<file path="config.mk">
export PLATFORM = sky130hd
export DESIGN_NAME = adsi_top
export DESIGN_NICKNAME = d
export VERILOG_FILES = /design/src/hdl/adsi_pkg.sv /design/src/hdl/adsi_link_if.sv /design/src/hdl/adsi_sync.sv /design/src/hdl/adsi_sar.sv /design/src/hdl/adsi_top.sv
export SDC_FILE = /design/constraint.sdc
export NUM_CORES = 1
export LEC_CHECK = 0
export BUFFER_PORTS_ARGS = -buffer_cell sky130_fd_sc_hd__buf_4
export CAP_MARGIN = 25
export CORE_UTILIZATION = 25
export DETAILED_ROUTE_END_ITERATION = 6
export GPL_ROUTABILITY_DRIVEN = 1
export HOLD_SLACK_MARGIN = 0.05
export SLEW_MARGIN = 20
export SYNTH_ARGS = -nofsm -noshare
export SYNTH_HDL_FRONTEND = slang
export SYNTH_SLANG_ARGS = --single-unit
export TNS_END_PERCENT = 100
</file>
<file path="constraint.sdc">
create_clock -name i_mclk -period 1.8 [get_ports i_mclk]
set_input_delay 0.18 -clock i_mclk [delete_from_list [all_inputs] [get_ports i_mclk]]
set_output_delay 0.18 -clock i_mclk [all_outputs]
set_load 0.005 [all_outputs]
</file>
<file path="src/hdl/adsi_pkg.sv">
// constants, types and helpers shared by the serial conversion interface
// Behaviour
// - differential: low select bits pick pair, top select bit swaps polarity
// - result frame: one zero, ten bits, two sub-LSB bits, three zeros
// - unipolar gives straight binary, bipolar gives two's complement
// - output bits change on falling serial clock, MSB first
// - track/hold samples while last three config bits shift in
// - two mode bits choose serial-clock or internal-oscillator conversion
// - external mode: serial clock also steps the approximation
// - external mode: strobe high one serial period after last config bit
// - external mode: decisions appear on data out over next 12 falling edges
// - external mode: strobe and data float while deselected, strobe low after select
// - internal mode: oscillator converts; result readable at any serial rate
// - internal mode: strobe low during conversion, at most 7.5us
// - internal mode: result held; first fall after strobe rises gives MSB
// - deselect during internal conversion floats data, conversion keeps running
// - internal mode: strobe always driven, never floats
// - data sampled on rising edges while selected; first one starts config byte
// - mode bits: 00 full down, 01 fast down, 10 internal, 11 external
// - conversion starts on falling edge after eighth config bit
package adsi_pkg;

  localparam int CFG_BITS      = 8;
  localparam int SAR_BITS      = 12;
  localparam int CFG_SEL_CNT   = 4;
  localparam int CFG_TRACK_CNT = 5;
  localparam int CFG_POL_CNT   = 6;

  localparam logic [1:0] MODE_FULL_PD = 2'h0;
  localparam logic [1:0] MODE_FAST_PD = 2'h1;
  localparam logic [1:0] MODE_INT_CLK = 2'h2;
  localparam logic [1:0] MODE_EXT_CLK = 2'h3;

  // synchroniser lanes
  localparam int SY_W    = 5;
  localparam int SY_CS   = 0;
  localparam int SY_SCLK = 1;
  localparam int SY_DIN  = 2;
  localparam int SY_HARD_POWERDOWN_PIN = 3;
  localparam int SY_CMP  = 4;
  localparam logic [SY_W-1:0] SY_RST = 5'h09;

  localparam int MCLK_PERIOD_NS   = 5;
  localparam int STRB_LOW_MAX_NS  = 7500;
  localparam int STRB_LOW_MAX_CYC = STRB_LOW_MAX_NS / MCLK_PERIOD_NS;
  // one spare step keeps the whole conversion inside the limit
  localparam int OSC_STEP_CYC     = STRB_LOW_MAX_CYC / (SAR_BITS + 1);

  localparam logic RST_CLK_EXT = 1'b0;
  localparam logic RST_STROBE  = 1'b1;

  typedef enum logic [1:0] {FR_HUNT, FR_SHIFT, FR_ARMED, FR_EXT} adsi_frame_type;

  // positive input channel from the three select bits
  function automatic logic [2:0] adsi_pos_ch(input logic [2:0] sel);
    return {sel[1:0], sel[2]};
  endfunction

endpackage

</file>
<file path="src/hdl/adsi_link_if.sv">
// carrier between the synchroniser, the approximation engine and the top
`timescale 1ns/1ps
interface adsi_link_if;
  import adsi_pkg::*;
  logic [SY_W-1:0]     lvl;
  logic [SY_W-1:0]     rise;
  logic [SY_W-1:0]     fall;
  logic                start;
  logic                abort;
  logic                use_osc;
  logic                step_ext;
  logic                step_bit;
  logic                cmp;
  logic                busy;
  logic                done;
  logic [SAR_BITS-1:0] trial;

  modport sync_mp (output lvl, rise, fall);
  modport sar_mp  (input start, abort, use_osc, step_ext, step_bit, cmp,
                   output busy, done, trial);
  modport top_mp  (input lvl, rise, fall, busy, done, trial,
                   output start, abort, use_osc, step_ext, step_bit, cmp);
endinterface

</file>
<file path="src/hdl/adsi_sync.sv">
// two-stage pin synchroniser with edge detection
`timescale 1ns/1ps
module adsi_sync #(
  parameter int                 W   = adsi_pkg::SY_W,
  parameter logic [W-1:0]       RST = adsi_pkg::SY_RST
) (
  input  wire logic         i_mclk,
  input  wire logic         i_arst_n,
  input  wire logic [W-1:0] i_raw,
  adsi_link_if.sync_mp      lnk
);
  import adsi_pkg::*;

  typedef struct packed {
    logic [W-1:0] s1;
    logic [W-1:0] s2;
    logic [W-1:0] s3;
  } adsi_sync_state_type;

  adsi_sync_state_type st_ff;
  adsi_sync_state_type nxt_st;

  always_comb begin
    nxt_st    = st_ff;
    nxt_st.s1 = i_raw;
    nxt_st.s2 = st_ff.s1;
    nxt_st.s3 = st_ff.s2;
  end

  always_ff @(posedge i_mclk or negedge i_arst_n) begin
    if (!i_arst_n) begin
      st_ff <= '{s1: RST, s2: RST, s3: RST};
    end else begin
      st_ff <= nxt_st;
    end
  end

  // edges look only at the second and third stages
  assign lnk.lvl  = st_ff.s2;
  assign lnk.rise = st_ff.s2 & ~st_ff.s3;
  assign lnk.fall = ~st_ff.s2 & st_ff.s3;
endmodule

</file>
<file path="src/hdl/adsi_sar.sv">
// successive-approximation engine, stepped by serial clock or oscillator
`timescale 1ns/1ps
module adsi_sar #(
  parameter int STEP_CYC = adsi_pkg::OSC_STEP_CYC
) (
  input  wire logic    i_mclk,
  input  wire logic    i_arst_n,
  adsi_link_if.sar_mp  lnk
);
  import adsi_pkg::*;

  localparam int TW = $clog2(STEP_CYC + 1);

  typedef struct packed {
    logic                busy;
    logic                done;
    logic [3:0]          idx;
    logic [TW-1:0]       tick;
    logic [SAR_BITS-1:0] trial;
  } adsi_sar_state_type;

  adsi_sar_state_type st_ff;
  adsi_sar_state_type nxt_st;
  logic               step;
  logic               bit_val;

  always_comb begin
    nxt_st      = st_ff;
    nxt_st.done = 1'b0;
    step        = 1'b0;
    bit_val     = lnk.step_bit;
    if (lnk.use_osc) begin
      step    = st_ff.busy && (st_ff.tick == TW'(STEP_CYC - 1));
      bit_val = lnk.cmp;
    end else begin
      step = st_ff.busy && lnk.step_ext;
    end
    if (st_ff.busy) begin
      nxt_st.tick = step ? '0 : TW'(st_ff.tick + 1'b1);
    end
    if (step) begin
      nxt_st.trial[st_ff.idx] = bit_val;
      if (st_ff.idx == 4'h0) begin
        nxt_st.busy = 1'b0;
        nxt_st.done = 1'b1;
      end else begin
        nxt_st.trial[st_ff.idx - 4'h1] = 1'b1;
        nxt_st.idx = 4'(st_ff.idx - 4'h1);
      end
    end
    if (lnk.start) begin
      nxt_st.busy  = 1'b1;
      nxt_st.idx   = 4'(SAR_BITS - 1);
      nxt_st.tick  = '0;
      nxt_st.trial = {1'b1, {(SAR_BITS-1){1'b0}}};
    end
    // an abort leaves the partial result; nobody reads it without done
    if (lnk.abort) begin
      nxt_st.busy = 1'b0;
      nxt_st.done = 1'b0;
    end
  end

  always_ff @(posedge i_mclk or negedge i_arst_n) begin
    if (!i_arst_n) begin
      st_ff <= '0;
    end else begin
      st_ff <= nxt_st;
    end
  end

  assign lnk.busy  = st_ff.busy;
  assign lnk.done  = st_ff.done;
  assign lnk.trial = st_ff.trial;
endmodule

</file>
<file path="src/hdl/adsi_top.sv">
// serial control and readout logic of the 8-channel converter
`timescale 1ns/1ps
module adsi_top #(
  parameter int STEP_CYC = adsi_pkg::OSC_STEP_CYC
) (
  input  wire logic                          i_mclk,
  input  wire logic                          i_arst_n,
  input  wire logic                          i_cs_n,
  input  wire logic                          i_sclk,
  input  wire logic                          i_din,
  input  wire logic                          i_hard_powerdown_pin_n,
  input  wire logic                          i_cmp_above,
  output logic                               o_dout,
  output logic                               o_dout_oe,
  output logic                               o_conversion_strobe_out,
  output logic                               o_conversion_strobe_oe,
  output logic [2:0]                         o_pos_ch,
  output logic [2:0]                         o_neg_ch,
  output logic                               o_neg_is_com,
  output logic                               o_bipolar,
  output logic                               o_track,
  output logic [adsi_pkg::SAR_BITS-1:0]      o_dac_code,
  output logic                               o_pd_full,
  output logic                               o_pd_fast,
  output logic                               o_busy
);
  import adsi_pkg::*;

  typedef struct packed {
    adsi_frame_type      frame;
    logic [3:0]          cnt;
    logic [7:0]          shreg;
    logic [1:0]          mode;
    logic [3:0]          fidx;
    logic                clk_ext;
    logic [2:0]          sel;
    logic                sgl;
    logic                bip;
    logic                pd_full_req;
    logic                pd_fast_req;
    logic                track;
    logic [SAR_BITS-1:0] rd_sh;
    logic                dout;
    logic                dout_oe;
    logic                strobe;
    logic                strobe_oe;
    logic                pd_full;
    logic                pd_fast;
    logic                start;
    logic                abort;
    logic                use_osc;
    logic                step_ext;
    logic                step_bit;
  } adsi_top_state_type;

  adsi_top_state_type st_ff;
  adsi_top_state_type nxt_st;
  logic               cs_n;
  logic               cs_rise;
  logic               sclk_rise;
  logic               sclk_fall;
  logic               din;
  logic               hard_powerdown_pin_n;
  logic               cmp;
  logic [7:0]         sh_new;
  logic [3:0]         cnt_new;
  logic [3:0]         fidx_new;
  logic               dec;

  adsi_link_if u_lnk ();

  adsi_sync u_sync (
    .i_mclk   (i_mclk),
    .i_arst_n (i_arst_n),
    .i_raw    ({i_cmp_above, i_hard_powerdown_pin_n, i_din, i_sclk, i_cs_n}),
    .lnk      (u_lnk.sync_mp)
  );

  adsi_sar #(
    .STEP_CYC (STEP_CYC)
  ) u_sar (
    .i_mclk   (i_mclk),
    .i_arst_n (i_arst_n),
    .lnk      (u_lnk.sar_mp)
  );

  assign cs_n      = u_lnk.lvl[SY_CS];
  assign cs_rise   = u_lnk.rise[SY_CS];
  assign sclk_rise = u_lnk.rise[SY_SCLK];
  assign sclk_fall = u_lnk.fall[SY_SCLK];
  assign din       = u_lnk.lvl[SY_DIN];
  assign hard_powerdown_pin_n    = u_lnk.lvl[SY_HARD_POWERDOWN_PIN];
  assign cmp       = u_lnk.lvl[SY_CMP];

  assign u_lnk.start    = st_ff.start;
  assign u_lnk.abort    = st_ff.abort;
  assign u_lnk.use_osc  = st_ff.use_osc;
  assign u_lnk.step_ext = st_ff.step_ext;
  assign u_lnk.step_bit = st_ff.step_bit;
  assign u_lnk.cmp      = cmp;

  always_comb begin
    nxt_st          = st_ff;
    nxt_st.start    = 1'b0;
    nxt_st.abort    = 1'b0;
    nxt_st.step_ext = 1'b0;
    sh_new          = {st_ff.shreg[6:0], din};
    cnt_new         = 4'(st_ff.cnt + 4'h1);
    fidx_new        = 4'(st_ff.fidx + 4'h1);
    // the first decision is the sign in bipolar mode
    dec             = cmp ^ (st_ff.bip && (st_ff.fidx == 4'h0));

    // internal conversion finished: hold the result for readout
    if (u_lnk.done && st_ff.use_osc) begin
      nxt_st.strobe = 1'b1;
      nxt_st.rd_sh  = {u_lnk.trial[SAR_BITS-1] ^ st_ff.bip,
                       u_lnk.trial[SAR_BITS-2:0]};
    end

    if (cs_rise) begin
      nxt_st.frame = FR_HUNT;
      nxt_st.cnt   = 4'h0;
      nxt_st.track = 1'b0;
      if (st_ff.clk_ext) begin
        nxt_st.strobe = 1'b0;
        if (st_ff.frame == FR_EXT) begin
          nxt_st.abort = 1'b1;
        end
      end
      // an internal conversion is left running here
    end else if (!cs_n && sclk_rise) begin
      case (st_ff.frame)
        FR_HUNT: begin
          if (din) begin
            nxt_st.shreg = 8'h01;
            nxt_st.cnt   = 4'h1;
            nxt_st.frame = FR_SHIFT;
          end
        end
        FR_SHIFT: begin
          nxt_st.shreg = sh_new;
          nxt_st.cnt   = cnt_new;
          if (cnt_new == 4'(CFG_SEL_CNT)) begin
            nxt_st.sel = sh_new[2:0];
          end
          if (cnt_new == 4'(CFG_TRACK_CNT)) begin
            nxt_st.track = 1'b1;
          end
          if (cnt_new == 4'(CFG_POL_CNT)) begin
            nxt_st.bip = ~sh_new[1];
            nxt_st.sgl = sh_new[0];
          end
          if (cnt_new == 4'(CFG_BITS)) begin
            nxt_st.mode  = sh_new[1:0];
            nxt_st.frame = FR_ARMED;
          end
        end
        default: begin
        end
      endcase
    end else if (!cs_n && sclk_fall) begin
      case (st_ff.frame)
        FR_ARMED: begin
          nxt_st.track = 1'b0;
          nxt_st.frame = FR_HUNT;
          nxt_st.dout  = 1'b0;
          case (st_ff.mode)
            MODE_EXT_CLK: begin
              nxt_st.start       = 1'b1;
              nxt_st.clk_ext     = 1'b1;
              nxt_st.use_osc     = 1'b0;
              nxt_st.strobe      = 1'b1;
              nxt_st.fidx        = 4'h0;
              nxt_st.frame       = FR_EXT;
              nxt_st.rd_sh       = '0;
              nxt_st.pd_full_req = 1'b0;
              nxt_st.pd_fast_req = 1'b0;
            end
            MODE_INT_CLK: begin
              nxt_st.start       = 1'b1;
              nxt_st.clk_ext     = 1'b0;
              nxt_st.use_osc     = 1'b1;
              nxt_st.strobe      = 1'b0;
              nxt_st.rd_sh       = '0;
              nxt_st.pd_full_req = 1'b0;
              nxt_st.pd_fast_req = 1'b0;
            end
            // power-down keeps the last clock mode for any running conversion
            default: begin
              nxt_st.pd_full_req = (st_ff.mode == MODE_FULL_PD);
              nxt_st.pd_fast_req = (st_ff.mode == MODE_FAST_PD);
            end
          endcase
        end
        FR_EXT: begin
          nxt_st.strobe   = 1'b0;
          nxt_st.fidx     = fidx_new;
          nxt_st.step_ext = 1'b1;
          // the engine keeps offset binary; only the pin sees the sign flip
          nxt_st.step_bit = cmp;
          nxt_st.dout     = dec;
          if (fidx_new == 4'(SAR_BITS)) begin
            nxt_st.frame = FR_HUNT;
          end
        end
        default: begin
          // zeros fill every slot without a result bit
          nxt_st.dout  = st_ff.rd_sh[SAR_BITS-1];
          nxt_st.rd_sh = {st_ff.rd_sh[SAR_BITS-2:0], 1'b0};
        end
      endcase
    end

    // the hard power-down pin overrides the software mode
    if (!hard_powerdown_pin_n && u_lnk.busy) begin
      nxt_st.abort = 1'b1;
      if (!st_ff.clk_ext) begin
        nxt_st.strobe = 1'b1;
      end
    end

    nxt_st.dout_oe   = !cs_n;
    nxt_st.strobe_oe = st_ff.clk_ext ? !cs_n : 1'b1;
    if (cs_n) begin
      nxt_st.dout = 1'b0;
    end
    nxt_st.pd_full = !hard_powerdown_pin_n || (st_ff.pd_full_req && !u_lnk.busy);
    nxt_st.pd_fast = hard_powerdown_pin_n && st_ff.pd_fast_req && !u_lnk.busy;
  end

  always_ff @(posedge i_mclk or negedge i_arst_n) begin
    if (!i_arst_n) begin
      st_ff           <= '0;
      st_ff.frame     <= FR_HUNT;
      st_ff.clk_ext   <= RST_CLK_EXT;
      st_ff.use_osc   <= ~RST_CLK_EXT;
      st_ff.mode      <= MODE_INT_CLK;
      st_ff.strobe    <= RST_STROBE;
      st_ff.strobe_oe <= 1'b1;
      st_ff.sgl       <= 1'b1;
    end else begin
      st_ff <= nxt_st;
    end
  end

  assign o_dout                  = st_ff.dout;
  assign o_dout_oe               = st_ff.dout_oe;
  assign o_conversion_strobe_out = st_ff.strobe;
  assign o_conversion_strobe_oe  = st_ff.strobe_oe;
  assign o_pos_ch                = adsi_pos_ch(st_ff.sel);
  assign o_neg_ch                = adsi_pos_ch(st_ff.sel ^ 3'h4);
  assign o_neg_is_com            = st_ff.sgl;
  assign o_bipolar               = st_ff.bip;
  assign o_track                 = st_ff.track;
  assign o_dac_code              = u_lnk.trial;
  assign o_pd_full               = st_ff.pd_full;
  assign o_pd_fast               = st_ff.pd_fast;
  assign o_busy                  = u_lnk.busy;
endmodule

</file>
==> flow_metrics.tcl, run 1 <==
set metrics [dict create \
    htreeDepth 3 \
    finalSetupViolCount 5 \
    fmax_mhz 546.6 \
    cp_max_fo 7 \
    tns_ps -87.68 \
    start_util_pct 25.43 \
    die_area_um2 18060 \
    via_per_inst 4.614 \
    cts_sinks 83 \
    max-clock-path-buffers 2 \
    die_x_um 134.4 \
    worstMarginPinSlew_ps 506.8 \
    grt_pass1_wl_mm 17.51 \
    seq_area_frac_synth_pct 47.67 \
    fin_area_um2 5624 \
    ys_seq_elements 83 \
    fin_total_pwr_mw 3.929 \
    r2r_slack_ps -30 \
    maxSlewHeadroom_pct 66.22 \
    synth_cell_types 61 \
    finClkSkew_ps 7.277 \
    area_delta_synth_final_pct 28.32 \
    drive_gt1_share_pct 32.62 \
    rows 48 \
    synth_area_leaders "dfrtp_1 (42%), dfstp_2 (6.0%), ha_1 (4.6%)" \
    met2_usage_pct 19.60 \
    cp_data_arrival_time_ps 2090 \
    clk_latency_ps 340 \
    status "finished with violations" \
    seq_area_um2 2092 \
    routed_wire_length_per_instance_um 14.10 \
    root_buffer "clkbuf_16" \
    drt_iter0_drc 262 \
    nets 533 \
    fin_crit_ps 1830 \
    slowest_delay_ps 540 \
    fin_ws_ps -29.60 \
    ios 35 \
    layoutNonFillerInstCount 740 \
    synth_top_area_share_pct 41.68 \
    route.vias.total 3414 \
    hp-class "in2async" \
    cp-startpoint "u_lnk.use_osc" \
    rsz0062_at_grt "true" \
    numPortBuffers 34 \
    p_leak_nw 2.597 \
    avgSynthCellArea_um2 9.916 \
    drcViolationCount 0 \
    tritoncts "done" \
    use_met3_pct 2.079 \
    antennaDiodeCount 0 \
    cp.required_ps 2060 \
    antenna_left 0 \
    max_cap_violations 0 \
    antenna_found_initial 0 \
    synth_ff_type "dfrtp_1" \
    clk_pin_slew_ps 70 \
    synth_cells 442 \
    finalHoldViolCount 0 \
    grt_max_degree 41 \
    synth_edf_count 0 \
    timing.rr.start "u_lnk.use_osc" \
    gr-total-overflow 0 \
    yosys_warnings 0 \
    drt_first_pass_iters 4 \
    grt_pass1_vias 3456 \
    dp_hpwl_mm 7.586 \
    place_ws_ps -102.4 \
    cp-end-kind "register" \
    fin_crit_sh_pct 101.6 \
    cts_buffers 9 \
    place_area_um2 5047 \
    crit_type "reg2reg" \
    place_inst 710 \
    cp_slowest_cell "dfstp_2" \
    die_h_um 134.4 \
    wirelength_mm 10.43 \
    synth_top_area_cell "dfrtp_1" \
    synthArstFlopShare_pct 100.0 \
    vdd_drop_max_v 0.0004382 \
    critPathLaunchType "register" \
    violations "setup timing" \
    syn-num-nets 465 \
    num-fill-cells 1709 \
    gp_congestion 0.8584 \
    multiInputGateArea_um2 2162 \
    maxSlewViolCount 0 \
    core-area_um2 17240 \
    crit_path_cell_trace "nand4b_1 > o41ai_4 > buf_6 > a21boi_4 > a211oi_1 > a31oi_1" \
    globalRouteMet1Util_pct 16.30 \
    synth.cell_area_um2 4383 \
    power.density_nw_per_um2 698.6 \
    grtUsageTotal_pct 12.28 \
    top_usage_layer "met2" \
]
layout make-up:
cell class	count	share of cell area (%)
Multi-Input combinational cell	307	38.44
Clock buffer	9	4.004
Timing Repair Buffer	93	13.24
Tap cell	225	5.006
Sequential cell	83	37.20
Inverter	16	1.068
Clock inverter	7	1.046
layer usage:
layer | vias up | share of wire (%)
met5 | - | 0
met4 | 0 | 1.9
met3 | 14 | 2.8
met2 | 63 | 48
met1 | 1667 | 47
li1 | 1670 | -
per-stage QoR:
step / utilization [%] / hold slack [ps]
after detailed placement: 29.28 / 131.4
after CTS: 31.56 / 306.1
final: 32.63 / 297.1
after global placement: 29.28 / 131.2
after floorplan: - / -115.6
after global routing: 32.63 / 337.3
flip-flops by register name, summed over array words and instances (netlist names), 2 cells and up:
name,count
st_ff,27
u_sar.lnk.trial,12
u_sar.st_ff,11
u_sync.lnk.lvl,5
u_sync.nxt_st,5
o_neg_ch,2
sh_new,2
u_sync.st_ff,2
critical path: cells and delay by family (launching register included):
kind                   cells  cell delay [ps]
AOI/OAI and AO/OA          4              810
DFF                        1              540
buffers and inverters      1              210
and+or+nand+nor            1              180
timing repair:
item	CTS	global route
endpoints found under the hold margin	27	0
gates cloned	0	1
hold buffers	6	0
pin swaps	1	9
setup endpoints to repair	25	33
buffers inserted	3	4
gates resized for setup	8	37
cells by family after synthesis:
kind of cell    count (synthesis)  synth area share [%]
buf+inv                        52                 6.651
compound gates                110                 15.59
simple gates                  145                 17.13
xor+xnor                       12                 2.398
flops                          83                 47.67
mux                            24                 5.995
fa+ha+maj                      16                 4.567
cells in the mapped netlist, types with 3 or more instances:
master and count:
ha_1 16, buf_4 19, xor2_1 4, nor2b_1 10, buf_2 8, a211oi_1 4, nand2b_1 10, inv_1 16
clkbuf_1 6, nand3b_1 3, a22o_1 3, xnor2_1 8, nor3b_1 3, nand3_1 11, nor3_1 9, mux2_4 3
nor2_1 34, nand2_1 45, o22ai_1 4, a311oi_1 6, o31ai_1 3, o21ai_0 33, mux2_2 5, a21oi_1 33
mux2i_1 15, dfstp_2 10, dfrtp_1 73, a31oi_1 6
cell usage in the layout, fill, tap and decap left out, drive strengths merged, types with 8 or more instances in the layout:
master,count
nor2b,10
nor2,36
nand2b,11
clkbuf,9
inv,20
o21ai,33
dfstp,10
nor3,9
a21oi,33
ha,16
xnor2,8
dfrtp,73
nand2,45
mux2,9
mux2i,15
buf,87
nand3,11
power by group:
| part | internal [mW] | switching [mW] |
|---|---|---|
| clock | 0.958 | 0.798 |
| sequential | 1.92 | 0.0422 |
| combinational | 0.0914 | 0.119 |
worst paths after layout:
check | to | cells after the start
max | u_sar.lnk.trial[11] | 6
min | o_bipolar | 2
max reg2reg | u_sar.lnk.trial[11] | 6
min reg2reg | u_sync.lnk.lvl[4] | 0
max in group asynchronous | u_sync.lnk.lvl[3] | 3
min in group i_mclk | u_sync.lnk.lvl[4] | 0
Power figures use the tool's default switching activity.
==> run 2, diff against run 1 <==
--- a/config.mk
+++ b/config.mk
@@ -11,6 +11,7 @@
 export DETAILED_ROUTE_END_ITERATION = 6
 export GPL_ROUTABILITY_DRIVEN = 1
 export HOLD_SLACK_MARGIN = 0.05
+export SETUP_SLACK_MARGIN = 0.05
 export SLEW_MARGIN = 20
 export SYNTH_ARGS = -nofsm -noshare
 export SYNTH_HDL_FRONTEND = slang
==> constraint.sdc (replaced) <==
create_clock -name i_mclk -period 1.5 [get_ports i_mclk]
set_input_delay 0.15 -clock i_mclk [delete_from_list [all_inputs] [get_ports i_mclk]]
set_output_delay 0.15 -clock i_mclk [all_outputs]
set_load 0.005 [all_outputs]
==> flow_metrics.tcl, run 2 (same netlist as run 1, synthesis figures left out) <==
set metrics [dict create \
    timing.rr.start "u_sar.st_ff[12]" \
    final_common_cell "buf_4" \
    met2_usage_pct 23.23 \
    num-fill-cells 1637 \
    dp_hpwl_mm 8.190 \
    tritoncts "done" \
    violations "DRC, setup timing" \
    final_core_util_pct 38.68 \
    largest_reg_flops 27 \
    drive_gt1_share_pct 49.74 \
    seq_area_um2 2095 \
    place_area_um2 5535 \
    drt_first_pass_iters 6 \
    drt_iter0_drc 174 \
    cp.required_ps 1750 \
    cts_buffers 9 \
    clk_pin_slew_ps 70 \
    grt_pass1_vias 3891 \
    critPathLaunchType "register" \
    route.vias.total 3784 \
    vdd_drop_max_v 0.0005534 \
    final_cell_mix "buf_4 (116), dfrtp_1 (69), nand2_1 (36)" \
    finClkSkew_ps 7.773 \
    regMostFlops "st_ff" \
    globalRouteMet1Util_pct 16.40 \
    cp_data_arrival_time_ps 2060 \
    max-clock-path-buffers 2 \
    area_delta_synth_final_pct 52.10 \
    finalSetupViolCount 53 \
    status "finished with violations" \
    rows 48 \
    clk_latency_ps 340 \
    gr-total-overflow 0 \
    die_area_um2 18060 \
    cp_max_fo 7 \
    antenna_left 0 \
    fin_crit_ps 1806 \
    top_usage_layer "met2" \
    wirelength_mm 12.09 \
    multiInputGateArea_um2 2569 \
    die_h_um 134.4 \
    tns_ps -6569 \
    cp-startpoint "u_sar.st_ff[12]" \
    max_cap_violations 0 \
    maxSlewViolCount 0 \
    nets 597 \
    p_leak_nw 3.036 \
    finalHoldViolCount 0 \
    gp_congestion 0.8084 \
    fin_crit_sh_pct 120.4 \
    grtUsageTotal_pct 13.40 \
    hp-class "in2async" \
    cts_sinks 83 \
    rsz0062_at_grt "true" \
    fin_total_pwr_mw 5.000 \
    grt_pass1_wl_mm 19.22 \
    fin_ws_ps -305.6 \
    die_x_um 134.4 \
    core-area_um2 17240 \
    grt_max_degree 31 \
    use_met3_pct 2.381 \
    crit_type "reg2reg" \
    ios 35 \
    worstMarginPinSlew_ps 428.2 \
    antenna_found_initial 0 \
    cp-end-kind "register" \
    antennaDiodeCount 0 \
    fmax_mhz 553.8 \
    start_util_pct 25.43 \
    numPortBuffers 34 \
    via_per_inst 4.706 \
    root_buffer "clkbuf_16" \
    drcViolationCount 1 \
    routed_wire_length_per_instance_um 15.04 \
    htreeDepth 3 \
    maxSlewHeadroom_pct 71.45 \
    power.density_nw_per_um2 750.1 \
    fin_area_um2 6666 \
]
## run 2: cell count changes in the layout (fill, tap and decap cells not counted), sizes merged
cell and change:
clkbuf +1, buf +61, bufinv +1, inv -3, clkinv +1, a21oi +1
clkinvlp +1, nor2 +1
## run 2: per-stage QoR
stage / hold WS [ps] / cells / setup WS (ps)
5_1_grt: 330.4 / 804 / -383.1
4_1_cts: 291.3 / 795 / -233.2
3_3_place_gp: 109.3 / 755 / -251.8
6_report: 284.5 / 804 / -305.6
3_5_place_dp: 115.3 / 755 / -343.2
2_1_floorplan: -145.6 / 442 / -150.8
## run 2: path summary, 6_finish.rpt
| kind | endpoint | slack, ps | cells after the start |
|---|---|---|---|
| setup / recovery | u_sar.lnk.trial[7] | -310 | 9 |
| hold / removal | o_pos_ch[0] | 280 | 2 |
| setup reg to reg | u_sar.lnk.trial[7] | -310 | 9 |
| hold reg to reg | u_sync.lnk.lvl[1] | 350 | 0 |
| max in group asynchronous | u_lnk.use_osc | 650 | 3 |
| min in group i_mclk | u_sync.lnk.lvl[1] | 350 | 0 |
## run 2: power by group
part / internal (mW) / switching (mW) / total [mW]
Sequential: 2.31 / 0.0492 / 2.35
Clock: 1.30 / 0.937 / 2.23
Combinational: 0.199 / 0.212 / 0.411
## run 2: timing repair
item,4_1_cts,5_1_grt
hold buffers,6,0
gates cloned,2,3
setup buffers,16,12
gates resized for setup,90,65
endpoints found under the hold margin,26,0
pin swaps,34,35
setup endpoints to repair,57,61
## run 2: cell type report
class	count	share of cell area (%)
Multi-Input combinational cell	309	38.53
Sequential cell	83	31.42
Timing Repair Buffer	155	20.33
Tap cell	225	4.223
Clock buffer	9	3.378
Clock inverter	7	1.145
Inverter	16	0.9760
## run 2: layer usage
metal,vias up,part of all wire [%]
met5,-,0
met4,0,1.9
met3,16,2.5
met2,55,53
met1,1909,43
li1,1804,-
## run 2: worst max-delay path: stages, from the launching register on
cell and delay (ps):
dfrtp_1 390, inv_2 80, ha_4 130, inv_2 40, o41ai_4 370, buf_6 210, buf_6 150, buf_6 100
a21oi_2 40, a211oi_1 200
==> run 3, diff against run 2 <==
--- a/config.mk
+++ b/config.mk
@@ -12,7 +12,8 @@
 export GPL_ROUTABILITY_DRIVEN = 1
 export HOLD_SLACK_MARGIN = 0.05
 export SETUP_SLACK_MARGIN = 0.05
-export SLEW_MARGIN = 20
+export SKIP_CTS_REPAIR_TIMING = 1
+export SLEW_MARGIN = 40
 export SYNTH_ARGS = -nofsm -noshare
 export SYNTH_HDL_FRONTEND = slang
 export SYNTH_SLANG_ARGS = --single-unit
==> flow_metrics.tcl, run 3 (same netlist as run 1, synthesis figures left out) <==
set metrics [dict create \
    drt_iter0_drc 199 \
    fin_total_pwr_mw 4.963 \
    crit_type "reg2reg" \
    final_common_cell "buf_4" \
    via_per_inst 4.652 \
    max-clock-path-buffers 2 \
    die_x_um 134.4 \
    gr-total-overflow 0 \
    rsz0062_at_grt "true" \
    regMostFlops "st_ff" \
    gp_congestion 0.8084 \
    tritoncts "done" \
    maxSlewHeadroom_pct 72.35 \
    root_buffer "clkbuf_16" \
    start_util_pct 25.43 \
    hp-class "in2async" \
    core-area_um2 17240 \
    cp.required_ps 1740 \
    cp_max_fo 9 \
    nets 585 \
    route.vias.total 3684 \
    fin_crit_ps 1815 \
    die_h_um 134.4 \
    finalHoldViolCount 0 \
    grt_pass1_vias 3645 \
    antenna_left 0 \
    violations "DRC, setup timing" \
    grtUsageTotal_pct 12.65 \
    clk_latency_ps 350 \
    routed_wire_length_per_instance_um 14.67 \
    area_delta_synth_final_pct 45.96 \
    ios 35 \
    timing.hold.ws_ps 281.3 \
    vdd_drop_max_v 0.0005557 \
    antenna_found_initial 0 \
    cp_data_arrival_time_ps 2050 \
    drive_gt1_share_pct 45.86 \
    cp-end-kind "register" \
    cts_buffers 9 \
    fin_crit_sh_pct 121.0 \
    final_cell_mix "buf_4 (122), dfrtp_1 (69), nand2_1 (40)" \
    place_inst 755 \
    cts_sinks 83 \
    drt_first_pass_iters 6 \
    maxSlewViolCount 0 \
    worstMarginPinSlew_ps 414.8 \
    fmax_mhz 550.8 \
    num-fill-cells 1685 \
    fin_ws_ps -315.5 \
    finClkSkew_ps 10.33 \
    largest_reg_flops 27 \
    power.density_nw_per_um2 775.8 \
    clk_pin_slew_ps 70 \
    critPathLaunchType "register" \
    final_core_util_pct 37.12 \
    dp_hpwl_mm 8.190 \
    finalSetupViolCount 38 \
    grt_pass1_wl_mm 18.10 \
    layoutNonFillerInstCount 792 \
    wirelength_mm 11.62 \
    max_cap_violations 0 \
    grt_max_degree 31 \
    p_leak_nw 2.945 \
    numPortBuffers 34 \
    antennaDiodeCount 0 \
    drcViolationCount 1 \
    htreeDepth 3 \
    status "finished with violations" \
    die_area_um2 18060 \
    rows 48 \
    r2r_cells 8 \
    tns_ps -6298 \
]
## run 3: cell count changes in the layout (fill, tap and decap cells not counted), sizes merged
cell and change:
buf -9, clkbuf -1, nor2 -1, a21oi -1
## run 3: routing by layer
layer / track usage (%) / wire [um] / vias to the layer above / part of all wire [%]
li1: - / - / 1771 / -
met1: 16.06 / 5185 / 1844 / 45
met2: 21.16 / 5910 / 53 / 51
met3: 2.608 / 332 / 16 / 2.9
met4: 4.682 / 186 / 0 / 1.6
met5: 0 / 0 / - / 0
## run 3: final cells by class
class / instances / area, um^2 / share of cell area, %
Inverter: 16 / 65.06 / 1.017
Multi-Input combinational cell: 307 / 2452 / 38.33
Sequential cell: 83 / 2095 / 32.74
Tap cell: 225 / 281.5 / 4.401
Timing Repair Buffer: 145 / 1202 / 18.80
Clock buffer: 9 / 225.2 / 3.520
Clock inverter: 7 / 76.32 / 1.193
## run 3: path summary, 6_finish.rpt
path | slack [ps] | from | to
max | -320 | u_sar.st_ff[12] | u_sar.lnk.trial[6]
max in group asynchronous | 660 | i_arst_n | u_lnk.use_osc
max reg2reg | -320 | u_sar.st_ff[12] | u_sar.lnk.trial[6]
min reg2reg | 350 | u_sync.nxt_st[6] | u_sync.lnk.lvl[1]
min in group i_mclk | 350 | u_sync.nxt_st[6] | u_sync.lnk.lvl[1]
min | 280 | i_arst_n | o_pos_ch[0]
## run 3: report_power, final
part | internal (mW) | switching [mW] | total (mW) | leakage, nW
Combinational | 0.179 | 0.196 | 0.375 | 1.71
Clock | 1.30 | 0.940 | 2.24 | 0.142
Sequential | 2.31 | 0.0452 | 2.35 | 1.09
## run 3: metrics by stage
stage | worst slack [ps] | instance area (um^2)
2_1_floorplan | -150.8 | 4521
3_3_place_gp | -251.8 | 5535
3_5_place_dp | -343.2 | 5535
4_1_cts | -358.5 | 5837
5_1_grt | -418.8 | 6397
6_report | -315.5 | 6397
## run 3: critical path: stages, from the launching register on
cell	delay, ps
dfrtp_1	390
inv_2	90
ha_4	140
inv_2	40
o41ai_4	340
buf_4	210
buf_4	170
a21oi_1	80
a311oi_1	260
